`src/rtl/sync_tx_pkg.sv`:
```
// Constants shared by the synchronous slave transmitter: register map, fields, resets.
// Assumes a 32-bit AHB-Lite register bus and a word-aligned map.
package sync_tx_pkg;

  // Register byte offsets.
  localparam logic [7:0] OFF_TX_CTRL = 8'h00;
  localparam logic [7:0] OFF_RX_CTRL = 8'h04;
  localparam logic [7:0] OFF_TX_HOLD = 8'h08;
  localparam logic [7:0] OFF_IRQ_STATUS = 8'h0c;
  localparam logic [7:0] OFF_IRQ_MASK = 8'h10;
  localparam logic [7:0] OFF_POWER = 8'h14;

  // Fields of transmit_control_reg.
  localparam int TXC_SYNC = 0;
  localparam int TXC_CLOCK_SOURCE_MASTER = 1;
  localparam int TXC_NINE_BIT = 2;
  localparam int TXC_TRANSMITTER_ENABLE = 3;
  localparam int TXC_NINTH_DATA_BIT = 4;
  localparam int TXC_SHIFT_EMPTY = 5;
  localparam int TXC_IRQ_FLAG = 6;

  // Fields of receive_control_reg.
  localparam int RXC_SERIAL_PORT_ENABLE = 0;
  localparam int RXC_SINGLE_RECEIVE = 1;
  localparam int RXC_CONTINUOUS_RECEIVE = 2;

  // Fields of the power control register.
  localparam int PWR_SLEEP = 0;
  localparam int PWR_GLOBAL_IRQ = 1;
  localparam int PWR_PERIPHERAL_IRQ = 2;
  localparam int PWR_TRANSMIT_IRQ = 3;

  // Sticky event bits in the status and mask registers.
  localparam int EVT_HOLD_EMPTIED = 0;
  localparam int EVT_SHIFT_DONE = 1;
  localparam int EVT_COUNT = 2;

  // Values after reset.
  localparam logic [4:0] RST_TX_CTRL = 5'h00;
  localparam logic [2:0] RST_RX_CTRL = 3'h0;
  localparam logic [3:0] RST_POWER = 4'h0;
  localparam logic [1:0] RST_IRQ = 2'h0;

  // Bit counts of one word.
  localparam logic [3:0] BITS_EIGHT = 4'h8;
  localparam logic [3:0] BITS_NINE = 4'h9;

  // Shift engine states.
  typedef enum logic [1:0] {
    ST_IDLE = 2'b01,
    ST_SHIFT = 2'b10
  } shift_state_t;

endpackage

```
`src/rtl/sync_slave_tx.sv`:
```
// Synchronous slave transmitter with an AHB-Lite register slave and a sticky interrupt.
// Assumes the external master drives the shift clock, idling low, and samples on its rising edge.
// Contract
// - Clocked-mode select set makes the unit run synchronously.
// - Clock source select clear makes the unit a slave using the external clock.
// - Transmit direction only while both receive enables are clear.
// - The whole unit is active only while serial port enable is set.
// - Slave transmission behaves like master transmission except during sleep.
// - In sleep with two words queued, the first moves to the shifter and shifts.
// - The second word waits in holding; transmit flag stays clear meanwhile.
// - After the first word shifts out, the second loads and the flag sets.
// - Flag in sleep wakes with peripheral and transmit enables; vectors with global enable.
// - The transmitter runs only when transmitter enable is set.
// - Writing the low byte into the holding register starts transmission.
//
// Local design decisions: the placing of the registers and the AHB-Lite register port.
`timescale 1ns/1ps

module sync_slave_tx
  import sync_tx_pkg::*;
(
  // Clock and reset.
  input wire logic CLK_SYS,
  input wire logic SYS_RST,
  // AHB-Lite slave.
  input wire logic HSEL,
  input wire logic [31:0] HADDR,
  input wire logic [1:0] HTRANS,
  input wire logic HWRITE,
  input wire logic [2:0] HSIZE,
  input wire logic [31:0] HWDATA,
  input wire logic HREADY,
  output logic [31:0] HRDATA,
  output logic HREADYOUT,
  output logic HRESP,
  // Serial pins.
  input wire logic SERIAL_CLOCK_PIN,
  output logic SERIAL_DATA_OUT,
  output logic SERIAL_DATA_OE,
  // Interrupt and wake.
  output logic IRQ,
  output logic WAKE,
  output logic VECTOR
);

  typedef struct packed {
    logic ahb_write_pend;
    logic ahb_read_pend;
    logic [7:0] ahb_addr;
    logic [31:0] hrdata;
    logic hreadyout;
    logic sync_mode;
    logic clock_source_master;
    logic nine_bit_transmit_enable;
    logic transmitter_enable;
    logic ninth_data_bit;
    logic serial_port_enable;
    logic single_receive_enable;
    logic continuous_receive_enable;
    logic [8:0] transmit_holding_reg;
    logic holding_full;
    logic [8:0] transmit_shift_reg;
    logic [3:0] bit_cnt;
    shift_state_t tx_state;
    logic [EVT_COUNT-1:0] irq_status;
    logic [EVT_COUNT-1:0] irq_mask;
    logic irq;
    logic sleep;
    logic global_irq_enable;
    logic peripheral_irq_enable;
    logic transmit_irq_enable;
    logic wake;
    logic vector;
    logic sck_meta;
    logic sck_sync;
    logic sck_prev;
    logic dt_out;
    logic dt_oe;
  } state_t;

  state_t s;
  state_t next_s;

  logic tx_active;
  logic transmit_irq_flag;
  logic sck_fall;
  logic load_shift;
  logic shift_last;
  logic [EVT_COUNT-1:0] events;
  logic [3:0] word_bits;

  // Transmit path is live only in synchronous slave transmit with the port and transmitter on.
  assign tx_active = s.serial_port_enable &&
                     s.sync_mode &&
                     !s.clock_source_master &&
                     !s.single_receive_enable && !s.continuous_receive_enable &&
                     s.transmitter_enable;

  // The flag is high while the transmit path is live and holding is empty.
  assign transmit_irq_flag = tx_active && !s.holding_full;

  // The pin clock has passed the synchroniser before this edge detector looks at it.
  assign sck_fall = s.sck_prev && !s.sck_sync;

  assign word_bits = s.nine_bit_transmit_enable ? BITS_NINE : BITS_EIGHT;

  // The shifter takes the held word as soon as it is free, asleep or not.
  assign load_shift = tx_active && s.holding_full &&
                      ((s.tx_state == ST_IDLE) || shift_last);

  assign shift_last = (s.tx_state == ST_SHIFT) && sck_fall &&
                      (s.bit_cnt == word_bits - 4'h1);

  always_comb begin
    events = '0;
    events[EVT_HOLD_EMPTIED] = load_shift;
    events[EVT_SHIFT_DONE] = shift_last;
  end

  function automatic logic [31:0] read_value(input state_t r, input logic flag);
    logic [31:0] v;
    v = 32'h0000_0000;
    if (r.ahb_addr == OFF_TX_CTRL) begin
      v[TXC_SYNC] = r.sync_mode;
      v[TXC_CLOCK_SOURCE_MASTER] = r.clock_source_master;
      v[TXC_NINE_BIT] = r.nine_bit_transmit_enable;
      v[TXC_TRANSMITTER_ENABLE] = r.transmitter_enable;
      v[TXC_NINTH_DATA_BIT] = r.ninth_data_bit;
      v[TXC_SHIFT_EMPTY] = (r.tx_state == ST_IDLE);
      v[TXC_IRQ_FLAG] = flag;
    end else if (r.ahb_addr == OFF_RX_CTRL) begin
      v[RXC_SERIAL_PORT_ENABLE] = r.serial_port_enable;
      v[RXC_SINGLE_RECEIVE] = r.single_receive_enable;
      v[RXC_CONTINUOUS_RECEIVE] = r.continuous_receive_enable;
    end else if (r.ahb_addr == OFF_TX_HOLD) begin
      v[8:0] = r.transmit_holding_reg;
    end else if (r.ahb_addr == OFF_IRQ_STATUS) begin
      v[EVT_COUNT-1:0] = r.irq_status;
    end else if (r.ahb_addr == OFF_IRQ_MASK) begin
      v[EVT_COUNT-1:0] = r.irq_mask;
    end else if (r.ahb_addr == OFF_POWER) begin
      v[PWR_SLEEP] = r.sleep;
      v[PWR_GLOBAL_IRQ] = r.global_irq_enable;
      v[PWR_PERIPHERAL_IRQ] = r.peripheral_irq_enable;
      v[PWR_TRANSMIT_IRQ] = r.transmit_irq_enable;
    end
    return v;
  endfunction

  always_comb begin
    next_s = s;

    // Two-flop synchroniser on the external shift clock.
    next_s.sck_meta = SERIAL_CLOCK_PIN;
    next_s.sck_sync = s.sck_meta;
    next_s.sck_prev = s.sck_sync;

    // Bus: accept an address phase, reads take one wait state.
    next_s.ahb_write_pend = 1'b0;
    next_s.ahb_read_pend = 1'b0;
    next_s.hreadyout = 1'b1;
    if (s.ahb_read_pend) begin
      next_s.hrdata = read_value(s, transmit_irq_flag);
    end
    if (HSEL && HREADY && HTRANS[1]) begin
      next_s.ahb_addr = HADDR[7:0];
      next_s.ahb_write_pend = HWRITE;
      next_s.ahb_read_pend = !HWRITE;
      next_s.hreadyout = HWRITE;
    end

    // Register writes land at the end of the data phase.
    if (s.ahb_write_pend) begin
      if (s.ahb_addr == OFF_TX_CTRL) begin
        next_s.sync_mode = HWDATA[TXC_SYNC];
        next_s.clock_source_master = HWDATA[TXC_CLOCK_SOURCE_MASTER];
        next_s.nine_bit_transmit_enable = HWDATA[TXC_NINE_BIT];
        next_s.transmitter_enable = HWDATA[TXC_TRANSMITTER_ENABLE];
        next_s.ninth_data_bit = HWDATA[TXC_NINTH_DATA_BIT];
      end else if (s.ahb_addr == OFF_RX_CTRL) begin
        next_s.serial_port_enable = HWDATA[RXC_SERIAL_PORT_ENABLE];
        next_s.single_receive_enable = HWDATA[RXC_SINGLE_RECEIVE];
        next_s.continuous_receive_enable = HWDATA[RXC_CONTINUOUS_RECEIVE];
      end else if (s.ahb_addr == OFF_TX_HOLD) begin
        // The ninth bit is taken from the control field already written.
        next_s.transmit_holding_reg = {s.ninth_data_bit, HWDATA[7:0]};
        next_s.holding_full = 1'b1;
      end else if (s.ahb_addr == OFF_IRQ_STATUS) begin
        next_s.irq_status = s.irq_status & ~HWDATA[EVT_COUNT-1:0];
      end else if (s.ahb_addr == OFF_IRQ_MASK) begin
        next_s.irq_mask = HWDATA[EVT_COUNT-1:0];
      end else if (s.ahb_addr == OFF_POWER) begin
        next_s.sleep = HWDATA[PWR_SLEEP];
        next_s.global_irq_enable = HWDATA[PWR_GLOBAL_IRQ];
        next_s.peripheral_irq_enable = HWDATA[PWR_PERIPHERAL_IRQ];
        next_s.transmit_irq_enable = HWDATA[PWR_TRANSMIT_IRQ];
      end
    end

    // Shift engine: the same sequence runs whether or not the device sleeps.
    case (s.tx_state)
      ST_IDLE: begin
        next_s.bit_cnt = 4'h0;
      end
      ST_SHIFT: begin
        if (sck_fall) begin
          next_s.transmit_shift_reg = {1'b1, s.transmit_shift_reg[8:1]};
          next_s.bit_cnt = s.bit_cnt + 4'h1;
        end
        if (shift_last) begin
          next_s.tx_state = ST_IDLE;
          next_s.bit_cnt = 4'h0;
        end
      end
      default: begin
        next_s.tx_state = ST_IDLE;
      end
    endcase

    // A held word moves into the shifter and frees holding for the next write.
    if (load_shift) begin
      next_s.transmit_shift_reg = s.transmit_holding_reg;
      next_s.tx_state = ST_SHIFT;
      next_s.bit_cnt = 4'h0;
      if (!(s.ahb_write_pend && s.ahb_addr == OFF_TX_HOLD)) begin
        next_s.holding_full = 1'b0;
      end
    end

    // Dropping the transmitter aborts the word in the shifter.
    if (!tx_active) begin
      next_s.tx_state = ST_IDLE;
      next_s.bit_cnt = 4'h0;
    end

    // Clearing the serial port enable empties holding and resets the shifter.
    if (!s.serial_port_enable) begin
      next_s.holding_full = 1'b0;
      next_s.transmit_shift_reg = 9'h1ff;
    end

    // Data pin follows the low bit of the shifter, idle high while driven.
    next_s.dt_oe = next_s.serial_port_enable && next_s.sync_mode &&
                   !next_s.clock_source_master && !next_s.single_receive_enable &&
                   !next_s.continuous_receive_enable && next_s.transmitter_enable;
    next_s.dt_out = (next_s.tx_state == ST_SHIFT) ? next_s.transmit_shift_reg[0] : 1'b1;

    // Sticky events: a new event wins over a clear in the same cycle.
    next_s.irq_status = next_s.irq_status | events;
    next_s.irq = |(next_s.irq_status & next_s.irq_mask);

    // Wake from sleep on the transmit flag; vector only with the global enable.
    next_s.wake = 1'b0;
    next_s.vector = 1'b0;
    if (s.sleep && transmit_irq_flag && s.peripheral_irq_enable && s.transmit_irq_enable) begin
      next_s.sleep = 1'b0;
      next_s.wake = 1'b1;
      next_s.vector = s.global_irq_enable;
    end
  end

  always_ff @(posedge CLK_SYS) begin
    if (SYS_RST) begin
      s.ahb_write_pend <= 1'b0;
      s.ahb_read_pend <= 1'b0;
      s.ahb_addr <= 8'h00;
      s.hrdata <= 32'h0000_0000;
      s.hreadyout <= 1'b1;
      {s.ninth_data_bit, s.transmitter_enable, s.nine_bit_transmit_enable,
       s.clock_source_master, s.sync_mode} <= RST_TX_CTRL;
      {s.continuous_receive_enable, s.single_receive_enable,
       s.serial_port_enable} <= RST_RX_CTRL;
      s.transmit_holding_reg <= 9'h000;
      s.holding_full <= 1'b0;
      s.transmit_shift_reg <= 9'h1ff;
      s.bit_cnt <= 4'h0;
      s.tx_state <= ST_IDLE;
      s.irq_status <= RST_IRQ;
      s.irq_mask <= RST_IRQ;
      s.irq <= 1'b0;
      {s.transmit_irq_enable, s.peripheral_irq_enable, s.global_irq_enable,
       s.sleep} <= RST_POWER;
      s.wake <= 1'b0;
      s.vector <= 1'b0;
      s.sck_meta <= 1'b0;
      s.sck_sync <= 1'b0;
      s.sck_prev <= 1'b0;
      s.dt_out <= 1'b1;
      s.dt_oe <= 1'b0;
    end else begin
      s <= next_s;
    end
  end

  // Outputs straight from the state register; HRESP is tied to okay.
  assign HRDATA = s.hrdata;
  assign HREADYOUT = s.hreadyout;
  assign HRESP = 1'b0;
  assign SERIAL_DATA_OUT = s.dt_out;
  assign SERIAL_DATA_OE = s.dt_oe;
  assign IRQ = s.irq;
  assign WAKE = s.wake;
  assign VECTOR = s.vector;

endmodule

```
`config.mk`:
```
export PLATFORM = sky130hd
export DESIGN_NAME = sync_slave_tx
export DESIGN_NICKNAME = d
export VERILOG_FILES = /design/src/rtl/sync_tx_pkg.sv /design/src/rtl/sync_slave_tx.sv
export SDC_FILE = /design/constraint.sdc
export NUM_CORES = 1
export LEC_CHECK = 0
export BUFFER_PORTS_ARGS = -buffer_cell sky130_fd_sc_hd__buf_2
export CAP_MARGIN = 15
export CORE_MARGIN = 10
export CORE_UTILIZATION = 45
export DETAILED_ROUTE_END_ITERATION = 10
export PLACE_DENSITY = 0.73
export SLEW_MARGIN = 10
export SYNTH_ARGS = -nofsm -noshare
export SYNTH_HDL_FRONTEND = slang
export SYNTH_SLANG_ARGS = --single-unit
```
`constraint.sdc`:
```
create_clock -name CLK_SYS -period 2.6 [get_ports CLK_SYS]
set_input_delay 0.26 -clock CLK_SYS [delete_from_list [all_inputs] [get_ports CLK_SYS]]
set_output_delay 0.26 -clock CLK_SYS [all_outputs]
set_load 0.01 [all_outputs]
```
==> results.sh, run 1 <==
export IMPL_clockRootBuffer="clkbuf_8"
export IMPL_coreArea_sq_um=7250
export IMPL_post_cts_buffers=0
export IMPL_dieWidth_um=106
export IMPL_grt_antenna_before_repair=0
export IMPL_rsz0062_at_grt="false"
export IMPL_endpoint="s[23]"
export IMPL_clk_pin_slew_ns=0.08
export IMPL_first_global_vias=2595
export IMPL_fin_crit_ns=2.05
export IMPL_maxCapViolations=0
export IMPL_cts_num_sinks=69
export IMPL_synth_main_ff_cell="dfxtp_1"
export IMPL_grtUsageMet2_pct=20.8
export IMPL_cts_tree="built"
export IMPL_areaGrowthSynthToFinish_pct=8.50
export IMPL_tns_ns=0
export IMPL_syn_area_per_cell_sq_um=8.51
export IMPL_timing_slew_headroom_pct=56.3
export IMPL_routed_wl_mm=7.30
export IMPL_htree_levels=3
export IMPL_row_count=31
export IMPL_final_common_cell="dfxtp_1"
export IMPL_critPathKind="flip-flop to flip-flop"
export IMPL_drt_iter0_drc=203
export IMPL_rrSetupSlack_ns=0.55
export IMPL_clockBufferDepth=2
export IMPL_setup_violations=0
export IMPL_synth_edf_count=0
export IMPL_synth_seq_area_share_pct=41.2
export IMPL_async_flop_share_pct=0
export IMPL_synth_area_leaders="dfxtp_1 (41%), mux2i_1 (9.8%), buf_4 (7.4%), nor2_1 (6.8%), nand2_1 (3.9%)"
export IMPL_rr_endpoint="s[23]"
export IMPL_ys_types=49
export IMPL_groute_usage_overall_pct=13.0
export IMPL_power_per_cell_area_nw_per_um2=557
export IMPL_crit_fanout=11
export IMPL_r2r_start="s[16]"
export IMPL_wire_per_inst_um=14.0
export IMPL_antennaDiodeCount=0
export IMPL_initial_core_util_pct=46.2
export IMPL_grt_pass1_wl_mm=12.2
export IMPL_ys_ff_latch=69
export IMPL_crit_start="s[16]"
export IMPL_drv_slew=0
export IMPL_hold_viol_final=0
export IMPL_via_count=2635
export IMPL_final_cell_mix="dfxtp_1 (69), nor2_1 (61), buf_2 (37)"
export IMPL_drc=0
export IMPL_finClkSkew_ns=0.00842
export IMPL_grt_max_degree=26
export IMPL_stdcell_area_sq_um=3640
export IMPL_synth_top_cell_area_share_pct=41.2
export IMPL_placed_cell_area_sq_um=3450
export IMPL_final_layout_size_suffix_gt1_share_pct=15.9
export IMPL_outcome="completed"
export IMPL_clock_latency_ns=0.34
export IMPL_synth_area_sq_um=3350
export IMPL_timing_critical_path_arrival_ns=2.25
export IMPL_yosysTopAreaCell="dfxtp_1"
export IMPL_io_buffers=37
export IMPL_rr_worst_depth=7
export IMPL_synth_warnings=0
export IMPL_ir_worst_vdd_mv=0.425
export IMPL_crit_required_ns=2.80
export IMPL_fmax_mhz=488
export IMPL_hold_class="primary input to flip-flop"
export IMPL_tightest_slew_ns=0.654
export IMPL_start_kind="flip-flop"
export IMPL_fin_cells=521
export IMPL_routabilityCongestion=0.875
export IMPL_ant_nets=0
export IMPL_syn_inst=394
export IMPL_dp_hpwl_mm=5.34
export IMPL_dieHeight_um=106
export IMPL_die_area_sq_um=11300
export IMPL_end_kind="flip-flop"
export IMPL_dpl_cell_count=505
export IMPL_busiest_layer="met2"
export IMPL_hold_buffers=0
export IMPL_leakage_nw=1.54
export IMPL_gr_usage_met3_pct=3.38
export IMPL_ios=114
export IMPL_ctsResizeCount=0
export IMPL_first_pass_iters=4
export IMPL_viasPerCell=5.06
export IMPL_fin_nets=496
export IMPL_period_share_pct=78.9
export IMPL_grt_overflow=0
export IMPL_grtUsageMet1_pct=15.3
export IMPL_numCtsBuffers=9
-- critical path: stages, from the launching register on --
cell     delay [ns]
dfxtp_1        0.38
inv_1          0.06
ha_1           0.25
and3b_1        0.32
a41oi_2        0.35
buf_4          0.27
mux2i_1        0.20
nand2_1        0.06
-- power by group --
| part | internal, mW | total (mW) | leakage, nW | switching [mW] |
|---|---|---|---|---|
| clock | 0.441 | 0.855 | 0.0923 | 0.414 |
| sequential | 1.06 | 1.07 | 0.557 | 0.00894 |
| combinational | 0.0340 | 0.0997 | 0.886 | 0.0656 |
| total | 1.54 | 2.03 | 1.54 | 0.488 |
-- stage by stage --
stage	worst slack, ns	util (%)	hold slack [ns]	total power [mW]
global placement	0.611	47.5	0.425	1.19
global route	0.381	50.2	0.156	2.10
CTS	0.557	50.2	0.107	2.04
detailed placement	0.579	47.5	0.425	1.20
floorplan	0.907	-	0.384	1.19
finish	0.549	50.2	0.121	2.03
-- routing by layer --
metal / share of wire (%) / routed length, um
met1: 44 / 3230
met2: 46 / 3380
met3: 6.6 / 479
met4: 2.8 / 205
met5: 0 / 0
-- cells in the mapped netlist, types with 2 or more instances --
cell	count
a21boi_1	2
a21oi_1	23
a22o_1	2
a22oi_1	5
a311oi_1	2
and2_1	2
and2b_1	2
and3b_1	2
buf_2	4
buf_4	33
buf_6	2
clkbuf_1	14
dfxtp_1	69
ha_1	4
inv_1	8
mux2_2	3
mux2i_1	33
nand2_1	35
nand2b_1	9
nand3_1	9
nand3b_1	3
nand4_1	3
nand4b_1	3
nor2_1	61
nor2b_1	10
nor3_1	8
nor3b_1	4
nor4_2	2
o21ai_0	10
o21ai_1	4
o31ai_1	2
o32ai_1	2
or3_1	3
-- registers in the layout, indices dropped and copies added, names as in the netlist --
signal and count:
HRDATA 9, HREADYOUT 1, IRQ 1, SERIAL_DATA_OE 1, SERIAL_DATA_OUT 1, VECTOR 1, WAKE 1, next_s 2
s 52
-- cell families (layout without fill, tap and decap cells) --
family | Yosys count | count (layout) | synth area share (%)
AO/OA/AOI/OAI | 60 | 60 | 11.3
adder cells (fa/ha/maj) | 4 | 4 | 1.49
buffers and inverters | 62 | 67 | 11.2
flip-flops | 69 | 69 | 41.2
multiplexers | 36 | 36 | 10.9
other | 1 | 24 | 0.112
AND/OR/NAND/NOR | 162 | 162 | 23.8
-- worst min path at each step --
stage	start	endpoint	slack, ns	cells after the start
after detailed placement	next_s[3]	next_s[2]	0.43	1
after global routing	SERIAL_CLOCK_PIN	next_s[3]	0.16	2
after global placement	next_s[3]	next_s[2]	0.43	1
after floorplan	HWRITE	HREADYOUT	0.38	1
after CTS	SERIAL_CLOCK_PIN	next_s[3]	0.11	2
final	SERIAL_CLOCK_PIN	next_s[3]	0.12	2
-- area by class of cell --
cell class	count	area [sq um]
Clock buffer	10	128
Timing Repair Buffer	43	230
Multi-Input combinational cell	286	1680
Sequential cell	69	1380
Clock inverter	6	63.8
Tap cell	99	124
Fill cell	719	3610
Inverter	8	30.0
Power figures use the tool's default switching activity.
==> inputs of run 2 (changes only) <==
--- a/config.mk
+++ b/config.mk
@@ -5,12 +5,13 @@
 export SDC_FILE = /design/constraint.sdc
 export NUM_CORES = 1
 export LEC_CHECK = 0
+export ABC_AREA = 1
 export BUFFER_PORTS_ARGS = -buffer_cell sky130_fd_sc_hd__buf_2
 export CAP_MARGIN = 15
 export CORE_MARGIN = 10
 export CORE_UTILIZATION = 45
 export DETAILED_ROUTE_END_ITERATION = 10
-export PLACE_DENSITY = 0.73
+export PLACE_DENSITY = 0.75
 export SLEW_MARGIN = 10
 export SYNTH_ARGS = -nofsm -noshare
 export SYNTH_HDL_FRONTEND = slang
==> constraint.sdc (replaced) <==
create_clock -name CLK_SYS -period 1.7 [get_ports CLK_SYS]
set_input_delay 0.17 -clock CLK_SYS [delete_from_list [all_inputs] [get_ports CLK_SYS]]
set_output_delay 0.17 -clock CLK_SYS [all_outputs]
set_load 0.01 [all_outputs]
==> run 2 against run 1 <==
Die area grew 2.7%. Cell area grew 8.1%. Fmax grew 33%. Via count grew 14%. Sequential power grew 54%. Largest cell class unchanged. Largest power group is now clock.
==> results.sh, run 2 <==
export IMPL_routed_wl_mm=8.10
export IMPL_synth_area_sq_um=3470
export IMPL_grt_overflow=0
export IMPL_end_kind="flip-flop"
export IMPL_maxCapViolations=0
export IMPL_finClkSkew_ns=0.00949
export IMPL_synth_seq_area_share_pct=39.8
export IMPL_dp_hpwl_mm=5.87
export IMPL_die_area_sq_um=11600
export IMPL_groute_usage_overall_pct=13.9
export IMPL_synth_top_cells_by_count="nand2_1 (86), dfxtp_1 (69), nor2_1 (46)"
export IMPL_htree_levels=3
export IMPL_ir_worst_vdd_mv=0.659
export IMPL_hold_class="primary input to flip-flop"
export IMPL_ios=114
export IMPL_placed_cell_area_sq_um=3610
export IMPL_timing_slew_headroom_pct=64.1
export IMPL_drc=0
export IMPL_crit_chain="nor2_1, nand3_1, nor2_4, buf_4, a31oi_1, buf_4, nand2_1, nand4_1"
export IMPL_stdcell_area_sq_um=3930
export IMPL_largest_reg_flops=52
export IMPL_initial_core_util_pct=47.1
export IMPL_dieWidth_um=108
export IMPL_syn_inst=462
export IMPL_timing_critical_path_arrival_ns=1.76
export IMPL_leakage_nw=1.75
export IMPL_ys_types=36
export IMPL_routabilityCongestion=0.874
export IMPL_period_share_pct=90.9
export IMPL_fin_nets=579
export IMPL_worst_path_buf_inv=2
export IMPL_viasPerCell=4.97
export IMPL_numCtsBuffers=9
export IMPL_cts_tree="built"
export IMPL_worst_path_stages=8
export IMPL_synth_warnings=0
export IMPL_io_buffers=37
export IMPL_synth_edf_count=0
export IMPL_clockRootBuffer="clkbuf_8"
export IMPL_critPathKind="flip-flop to flip-flop"
export IMPL_crit_fanout=5
export IMPL_drv_slew=0
export IMPL_grt_max_degree=21
export IMPL_grt_antenna_before_repair=0
export IMPL_syn_area_per_cell_sq_um=7.51
export IMPL_grt_pass1_wl_mm=13.2
export IMPL_drt_iter0_drc=144
export IMPL_areaGrowthSynthToFinish_pct=13.4
export IMPL_fin_ws_ns=0.155
export IMPL_first_global_vias=2914
export IMPL_row_count=31
export IMPL_num_fill_cells=732
export IMPL_async_flop_share_pct=0
export IMPL_final_layout_size_suffix_gt1_share_pct=21.0
export IMPL_outcome="completed"
export IMPL_synth_top_cell_area_share_pct=39.8
export IMPL_crit_required_ns=1.92
export IMPL_via_count=3002
export IMPL_synth_main_ff_cell="dfxtp_1"
export IMPL_synth_most_common_cell="nand2_1"
export IMPL_top_register="s"
export IMPL_setup_violations=0
export IMPL_first_pass_iters=4
export IMPL_coreArea_sq_um=7370
export IMPL_tightest_slew_ns=0.538
export IMPL_cpMostUsedCell="buf_4"
export IMPL_final_common_cell="nand2_1"
export IMPL_hold_viol_final=0
export IMPL_antennaDiodeCount=0
export IMPL_cts_num_sinks=69
export IMPL_final_cell_mix="nand2_1 (86), dfxtp_1 (69), nor2_1 (46)"
export IMPL_post_place_ws_ns=0.128
export IMPL_clock_latency_ns=0.35
export IMPL_ys_ff_latch=69
export IMPL_dieHeight_um=108
export IMPL_max_stage_delay_ns=0.33
export IMPL_power_per_cell_area_nw_per_um2=933
export IMPL_fmax_mhz=647
export IMPL_fin_crit_ns=1.54
export IMPL_clockBufferDepth=2
export IMPL_crit_family="simple AND/OR/NAND/NOR gates"
export IMPL_clk_pin_slew_ns=0.08
export IMPL_synth_area_leaders="dfxtp_1 (40%), nand2_1 (9.3%), buf_4 (7.4%), nor2_1 (5.0%), nand3_1 (4.5%)"
export IMPL_start_kind="flip-flop"
export IMPL_yosysTopAreaCell="dfxtp_1"
export IMPL_hold_depth=3
export IMPL_ant_nets=0
export IMPL_crit_slowest_cell="dfxtp_1"
export IMPL_wire_per_inst_um=13.4
export IMPL_rr_worst_depth=8
==> run 2: cell count changes in the layout (fill, tap and decap cells not counted), sizes merged, moves of 6 or more <==
cell	delta
a21oi	+10
buf	+7
o21ai	+21
nor2b	-10
mux2i	-33
inv	+42
nand2	+60
nand3	+26
nand4	+6
nand2b	-9
==> run 2: cell type report <==
class | instances | area [sq um] | share of cell area [%]
clock inverters | 7 | 145 | 3.69
flip-flops and latches | 69 | 1380 | 35.1
well taps | 99 | 124 | 3.15
clock buffers | 9 | 124 | 3.15
inverters | 48 | 180 | 4.58
repair buffers | 51 | 305 | 7.76
multi-input cells | 321 | 1670 | 42.6
==> run 2: metal layers <==
layer	part of all wire [%]	vias up	global-route usage, %
met5	0	-	0
met4	0.61	0	4.39
met3	7.8	4	4.49
met2	49	100	22.8
met1	43	1378	16.6
li1	-	1520	-
==> run 2: what timing repair did <==
action,CTS,global route
hold buffers,1,0
gates resized for setup,0,3
setup endpoints to repair,0,6
setup buffers,0,1
hold endpoints to repair,1,0
==> run 2: path summary, 6_finish.rpt <==
check                         from   endpoint  slack [ns]
setup reg to reg             s[47]      s[24]        0.16
setup / recovery             s[47]      s[24]        0.16
hold reg to reg          next_s[3]  next_s[2]        0.41
hold / removal    SERIAL_CLOCK_PIN  next_s[3]        0.03
==> run 2: cell families after synthesis <==
logic type      share of synthesized area [%]
fa+ha+maj                                1.44
flops                                    39.8
xor+xnor                                0.505
simple gates                             30.7
other cells                             0.108
buf+inv                                  15.0
compound gates                           12.4
==> run 2: through the flow <==
step / power (mW) / setup TNS (ns) / std cells / utilization [%] / hold slack (ns)
finish: 3.67 / 0 / 604 / 53.4 / 0.0347
global route: 3.80 / -0.000768 / 604 / 53.4 / 0.0277
CTS: 3.70 / 0 / 603 / 52.8 / 0.0248
detailed placement: 1.91 / 0 / 586 / 49.0 / 0.361
global placement: 1.91 / 0 / 586 / 49.0 / 0.364
floorplan: 1.89 / 0 / 485 / - / 0.262
==> run 2: worst register-to-register path, stage by stage (launching register included) <==
cell,delay (ns)
dfxtp_1,0.33
nor2_1,0.15
nand3_1,0.14
nor2_4,0.13
buf_4,0.15
a31oi_1,0.15
buf_4,0.20
nand2_1,0.07
nand4_1,0.09
==> run 2: report_power, final <==
| group | total (mW) | leakage [nW] | internal [mW] | switching (mW) |
|---|---|---|---|---|
| sequential | 1.65 | 0.558 | 1.63 | 0.0148 |
| combinational | 0.231 | 1.06 | 0.0718 | 0.160 |
| clock | 1.79 | 0.130 | 1.13 | 0.656 |
| total | 3.67 | 1.75 | 2.84 | 0.831 |
==> inputs of run 3 (changes only) <==
--- a/config.mk
+++ b/config.mk
@@ -11,6 +11,7 @@
 export CORE_MARGIN = 10
 export CORE_UTILIZATION = 45
 export DETAILED_ROUTE_END_ITERATION = 10
+export HOLD_SLACK_MARGIN = 0.15
 export PLACE_DENSITY = 0.75
 export SLEW_MARGIN = 10
 export SYNTH_ARGS = -nofsm -noshare
==> run 3 against run 2 <==
Setup slack gained 0.014 ns. Routed wire length grew 4.0%. First-iteration DRC count grew 6.3%. Largest cell class unchanged.
==> results.sh, run 3 (synthesis gave the netlist of run 2 again) <==
export IMPL_cts_num_sinks=69
export IMPL_crit_start="s[16]"
export IMPL_via_count=3130
export IMPL_final_layout_size_suffix_gt1_share_pct=20.3
export IMPL_setup_violations=0
export IMPL_wl_met1_mm=3.47
export IMPL_viasPerCell=5.04
export IMPL_r2r_start="s[16]"
export IMPL_outcome="completed"
export IMPL_largest_reg_flops=52
export IMPL_ant_nets=0
export IMPL_end_kind="flip-flop"
export IMPL_fin_crit_ns=1.53
export IMPL_top_register="s"
export IMPL_met2WireLength_mm=4.14
export IMPL_grt_overflow=0
export IMPL_timing_critical_path_arrival_ns=1.82
export IMPL_leakage_nw=1.82
export IMPL_first_global_vias=3006
export IMPL_rrSetupSlack_ns=0.17
export IMPL_tightest_slew_ns=0.543
export IMPL_power_per_cell_area_nw_per_um2=905
export IMPL_critPathKind="flip-flop to flip-flop"
export IMPL_crit_fanout=5
export IMPL_numCtsBuffers=9
export IMPL_die_area_sq_um=11600
export IMPL_final_cell_mix="nand2_1 (86), dfxtp_1 (69), nor2_1 (46)"
export IMPL_start_kind="flip-flop"
export IMPL_rr_endpoint="s[24]"
export IMPL_grt_pass1_wl_mm=13.8
export IMPL_top_layer_used="met4"
export IMPL_drv_slew=0
export IMPL_clk_pin_slew_ns=0.08
export IMPL_row_count=31
export IMPL_period_share_pct=90.1
export IMPL_groute_usage_overall_pct=14.4
export IMPL_areaGrowthSynthToFinish_pct=18.3
export IMPL_maxCapViolations=0
export IMPL_crit_required_ns=1.98
export IMPL_fin_cells=621
export IMPL_first_pass_iters=6
export IMPL_wire_per_inst_um=13.6
export IMPL_io_buffers=37
export IMPL_routabilityCongestion=0.874
export IMPL_timing_slew_headroom_pct=63.7
export IMPL_rr_worst_depth=8
export IMPL_fmax_mhz=653
export IMPL_endpoint="s[24]"
export IMPL_route_met3_wl_um=766
export IMPL_dieWidth_um=108
export IMPL_clock_latency_ns=0.35
export IMPL_routed_wl_mm=8.42
export IMPL_drc=0
export IMPL_clockRootBuffer="clkbuf_8"
export IMPL_hold_class="primary input to flip-flop"
export IMPL_dp_hpwl_mm=5.87
export IMPL_grt_max_degree=21
export IMPL_initial_core_util_pct=47.1
export IMPL_dpl_cell_count=586
export IMPL_hold_viol_final=0
export IMPL_htree_levels=3
export IMPL_ios=114
export IMPL_ir_worst_vdd_mv=0.665
export IMPL_clockBufferDepth=2
export IMPL_coreArea_sq_um=7370
export IMPL_grt_antenna_before_repair=0
export IMPL_cts_tree="built"
export IMPL_fin_nets=596
export IMPL_finClkSkew_ns=0.00993
export IMPL_drt_iter0_drc=153
export IMPL_stdcell_area_sq_um=4100
export IMPL_final_common_cell="nand2_1"
export IMPL_antennaDiodeCount=0
export IMPL_dieHeight_um=108
export IMPL_placed_cell_area_sq_um=3610
## run 3: changes by cell type in the layout (fill, tap and decap cells not counted)
cell / previous run / this run
dlygate4sd3_1: 1 / 18
## run 3: worst min path at each step
stage	to	cells past startpoint	from
floorplan	s[90]	1	HWRITE
global placement	s[90]	2	HWRITE
detailed placement	s[90]	2	HWRITE
CTS	s[14]	3	SYS_RST
global route	s[14]	3	SYS_RST
finish	HRDATA[8]	3	SYS_RST
## run 3: critical path, cell delays in order, from the launching register on
cell and delay [ns]:
dfxtp_1 0.38, inv_1 0.06, ha_1 0.20, inv_1 0.11, nor2_4 0.07, a31oi_1 0.30
buf_4 0.21, nand2_1 0.06, nand4_1 0.08
## run 3: cell type report
type / count / area [sq um]
fillers: 700 / 3270
multi-input cells: 321 / 1670
flip-flops and latches: 69 / 1380
repair buffers: 68 / 475
inverters: 48 / 180
clock inverters: 7 / 145
clock buffers: 9 / 124
well taps: 99 / 124
## run 3: what timing repair did
action                                  CTS  global route
endpoints found under the setup margin    0             6
resized for setup                         0             3
endpoints found under the hold margin    25             0
setup buffers                             0             1
hold buffers                             18             0
## run 3: per-stage QoR
stage / setup TNS [ns] / util (%) / hold WS [ns] / setup WS (ns) / total power [mW]
2_1_floorplan: 0 / - / 0.262 / 0.208 / 1.89
6_report: 0 / 55.7 / 0.272 / 0.169 / 3.71
5_1_grt: -0.000768 / 55.7 / 0.294 / -0.000768 / 3.83
3_5_place_dp: 0 / 49.0 / 0.361 / 0.128 / 1.91
4_1_cts: 0 / 55.1 / 0.254 / 0.106 / 3.73
3_3_place_gp: 0 / 49.0 / 0.364 / 0.143 / 1.91
## run 3: layer usage
| layer | vias to the layer above | global-route usage (%) |
|---|---|---|
| met1 | 1443 | 17.1 |
| met4 | 0 | 4.29 |
| met3 | 7 | 4.61 |
| li1 | 1554 | - |
| met5 | - | 0 |
| met2 | 126 | 24.3 |
## run 3: report_power, final
group	internal (mW)	total, mW	switching [mW]
clock network	1.13	1.80	0.665
registers	1.63	1.65	0.0149
logic	0.0973	0.264	0.167
total	2.86	3.71	0.847
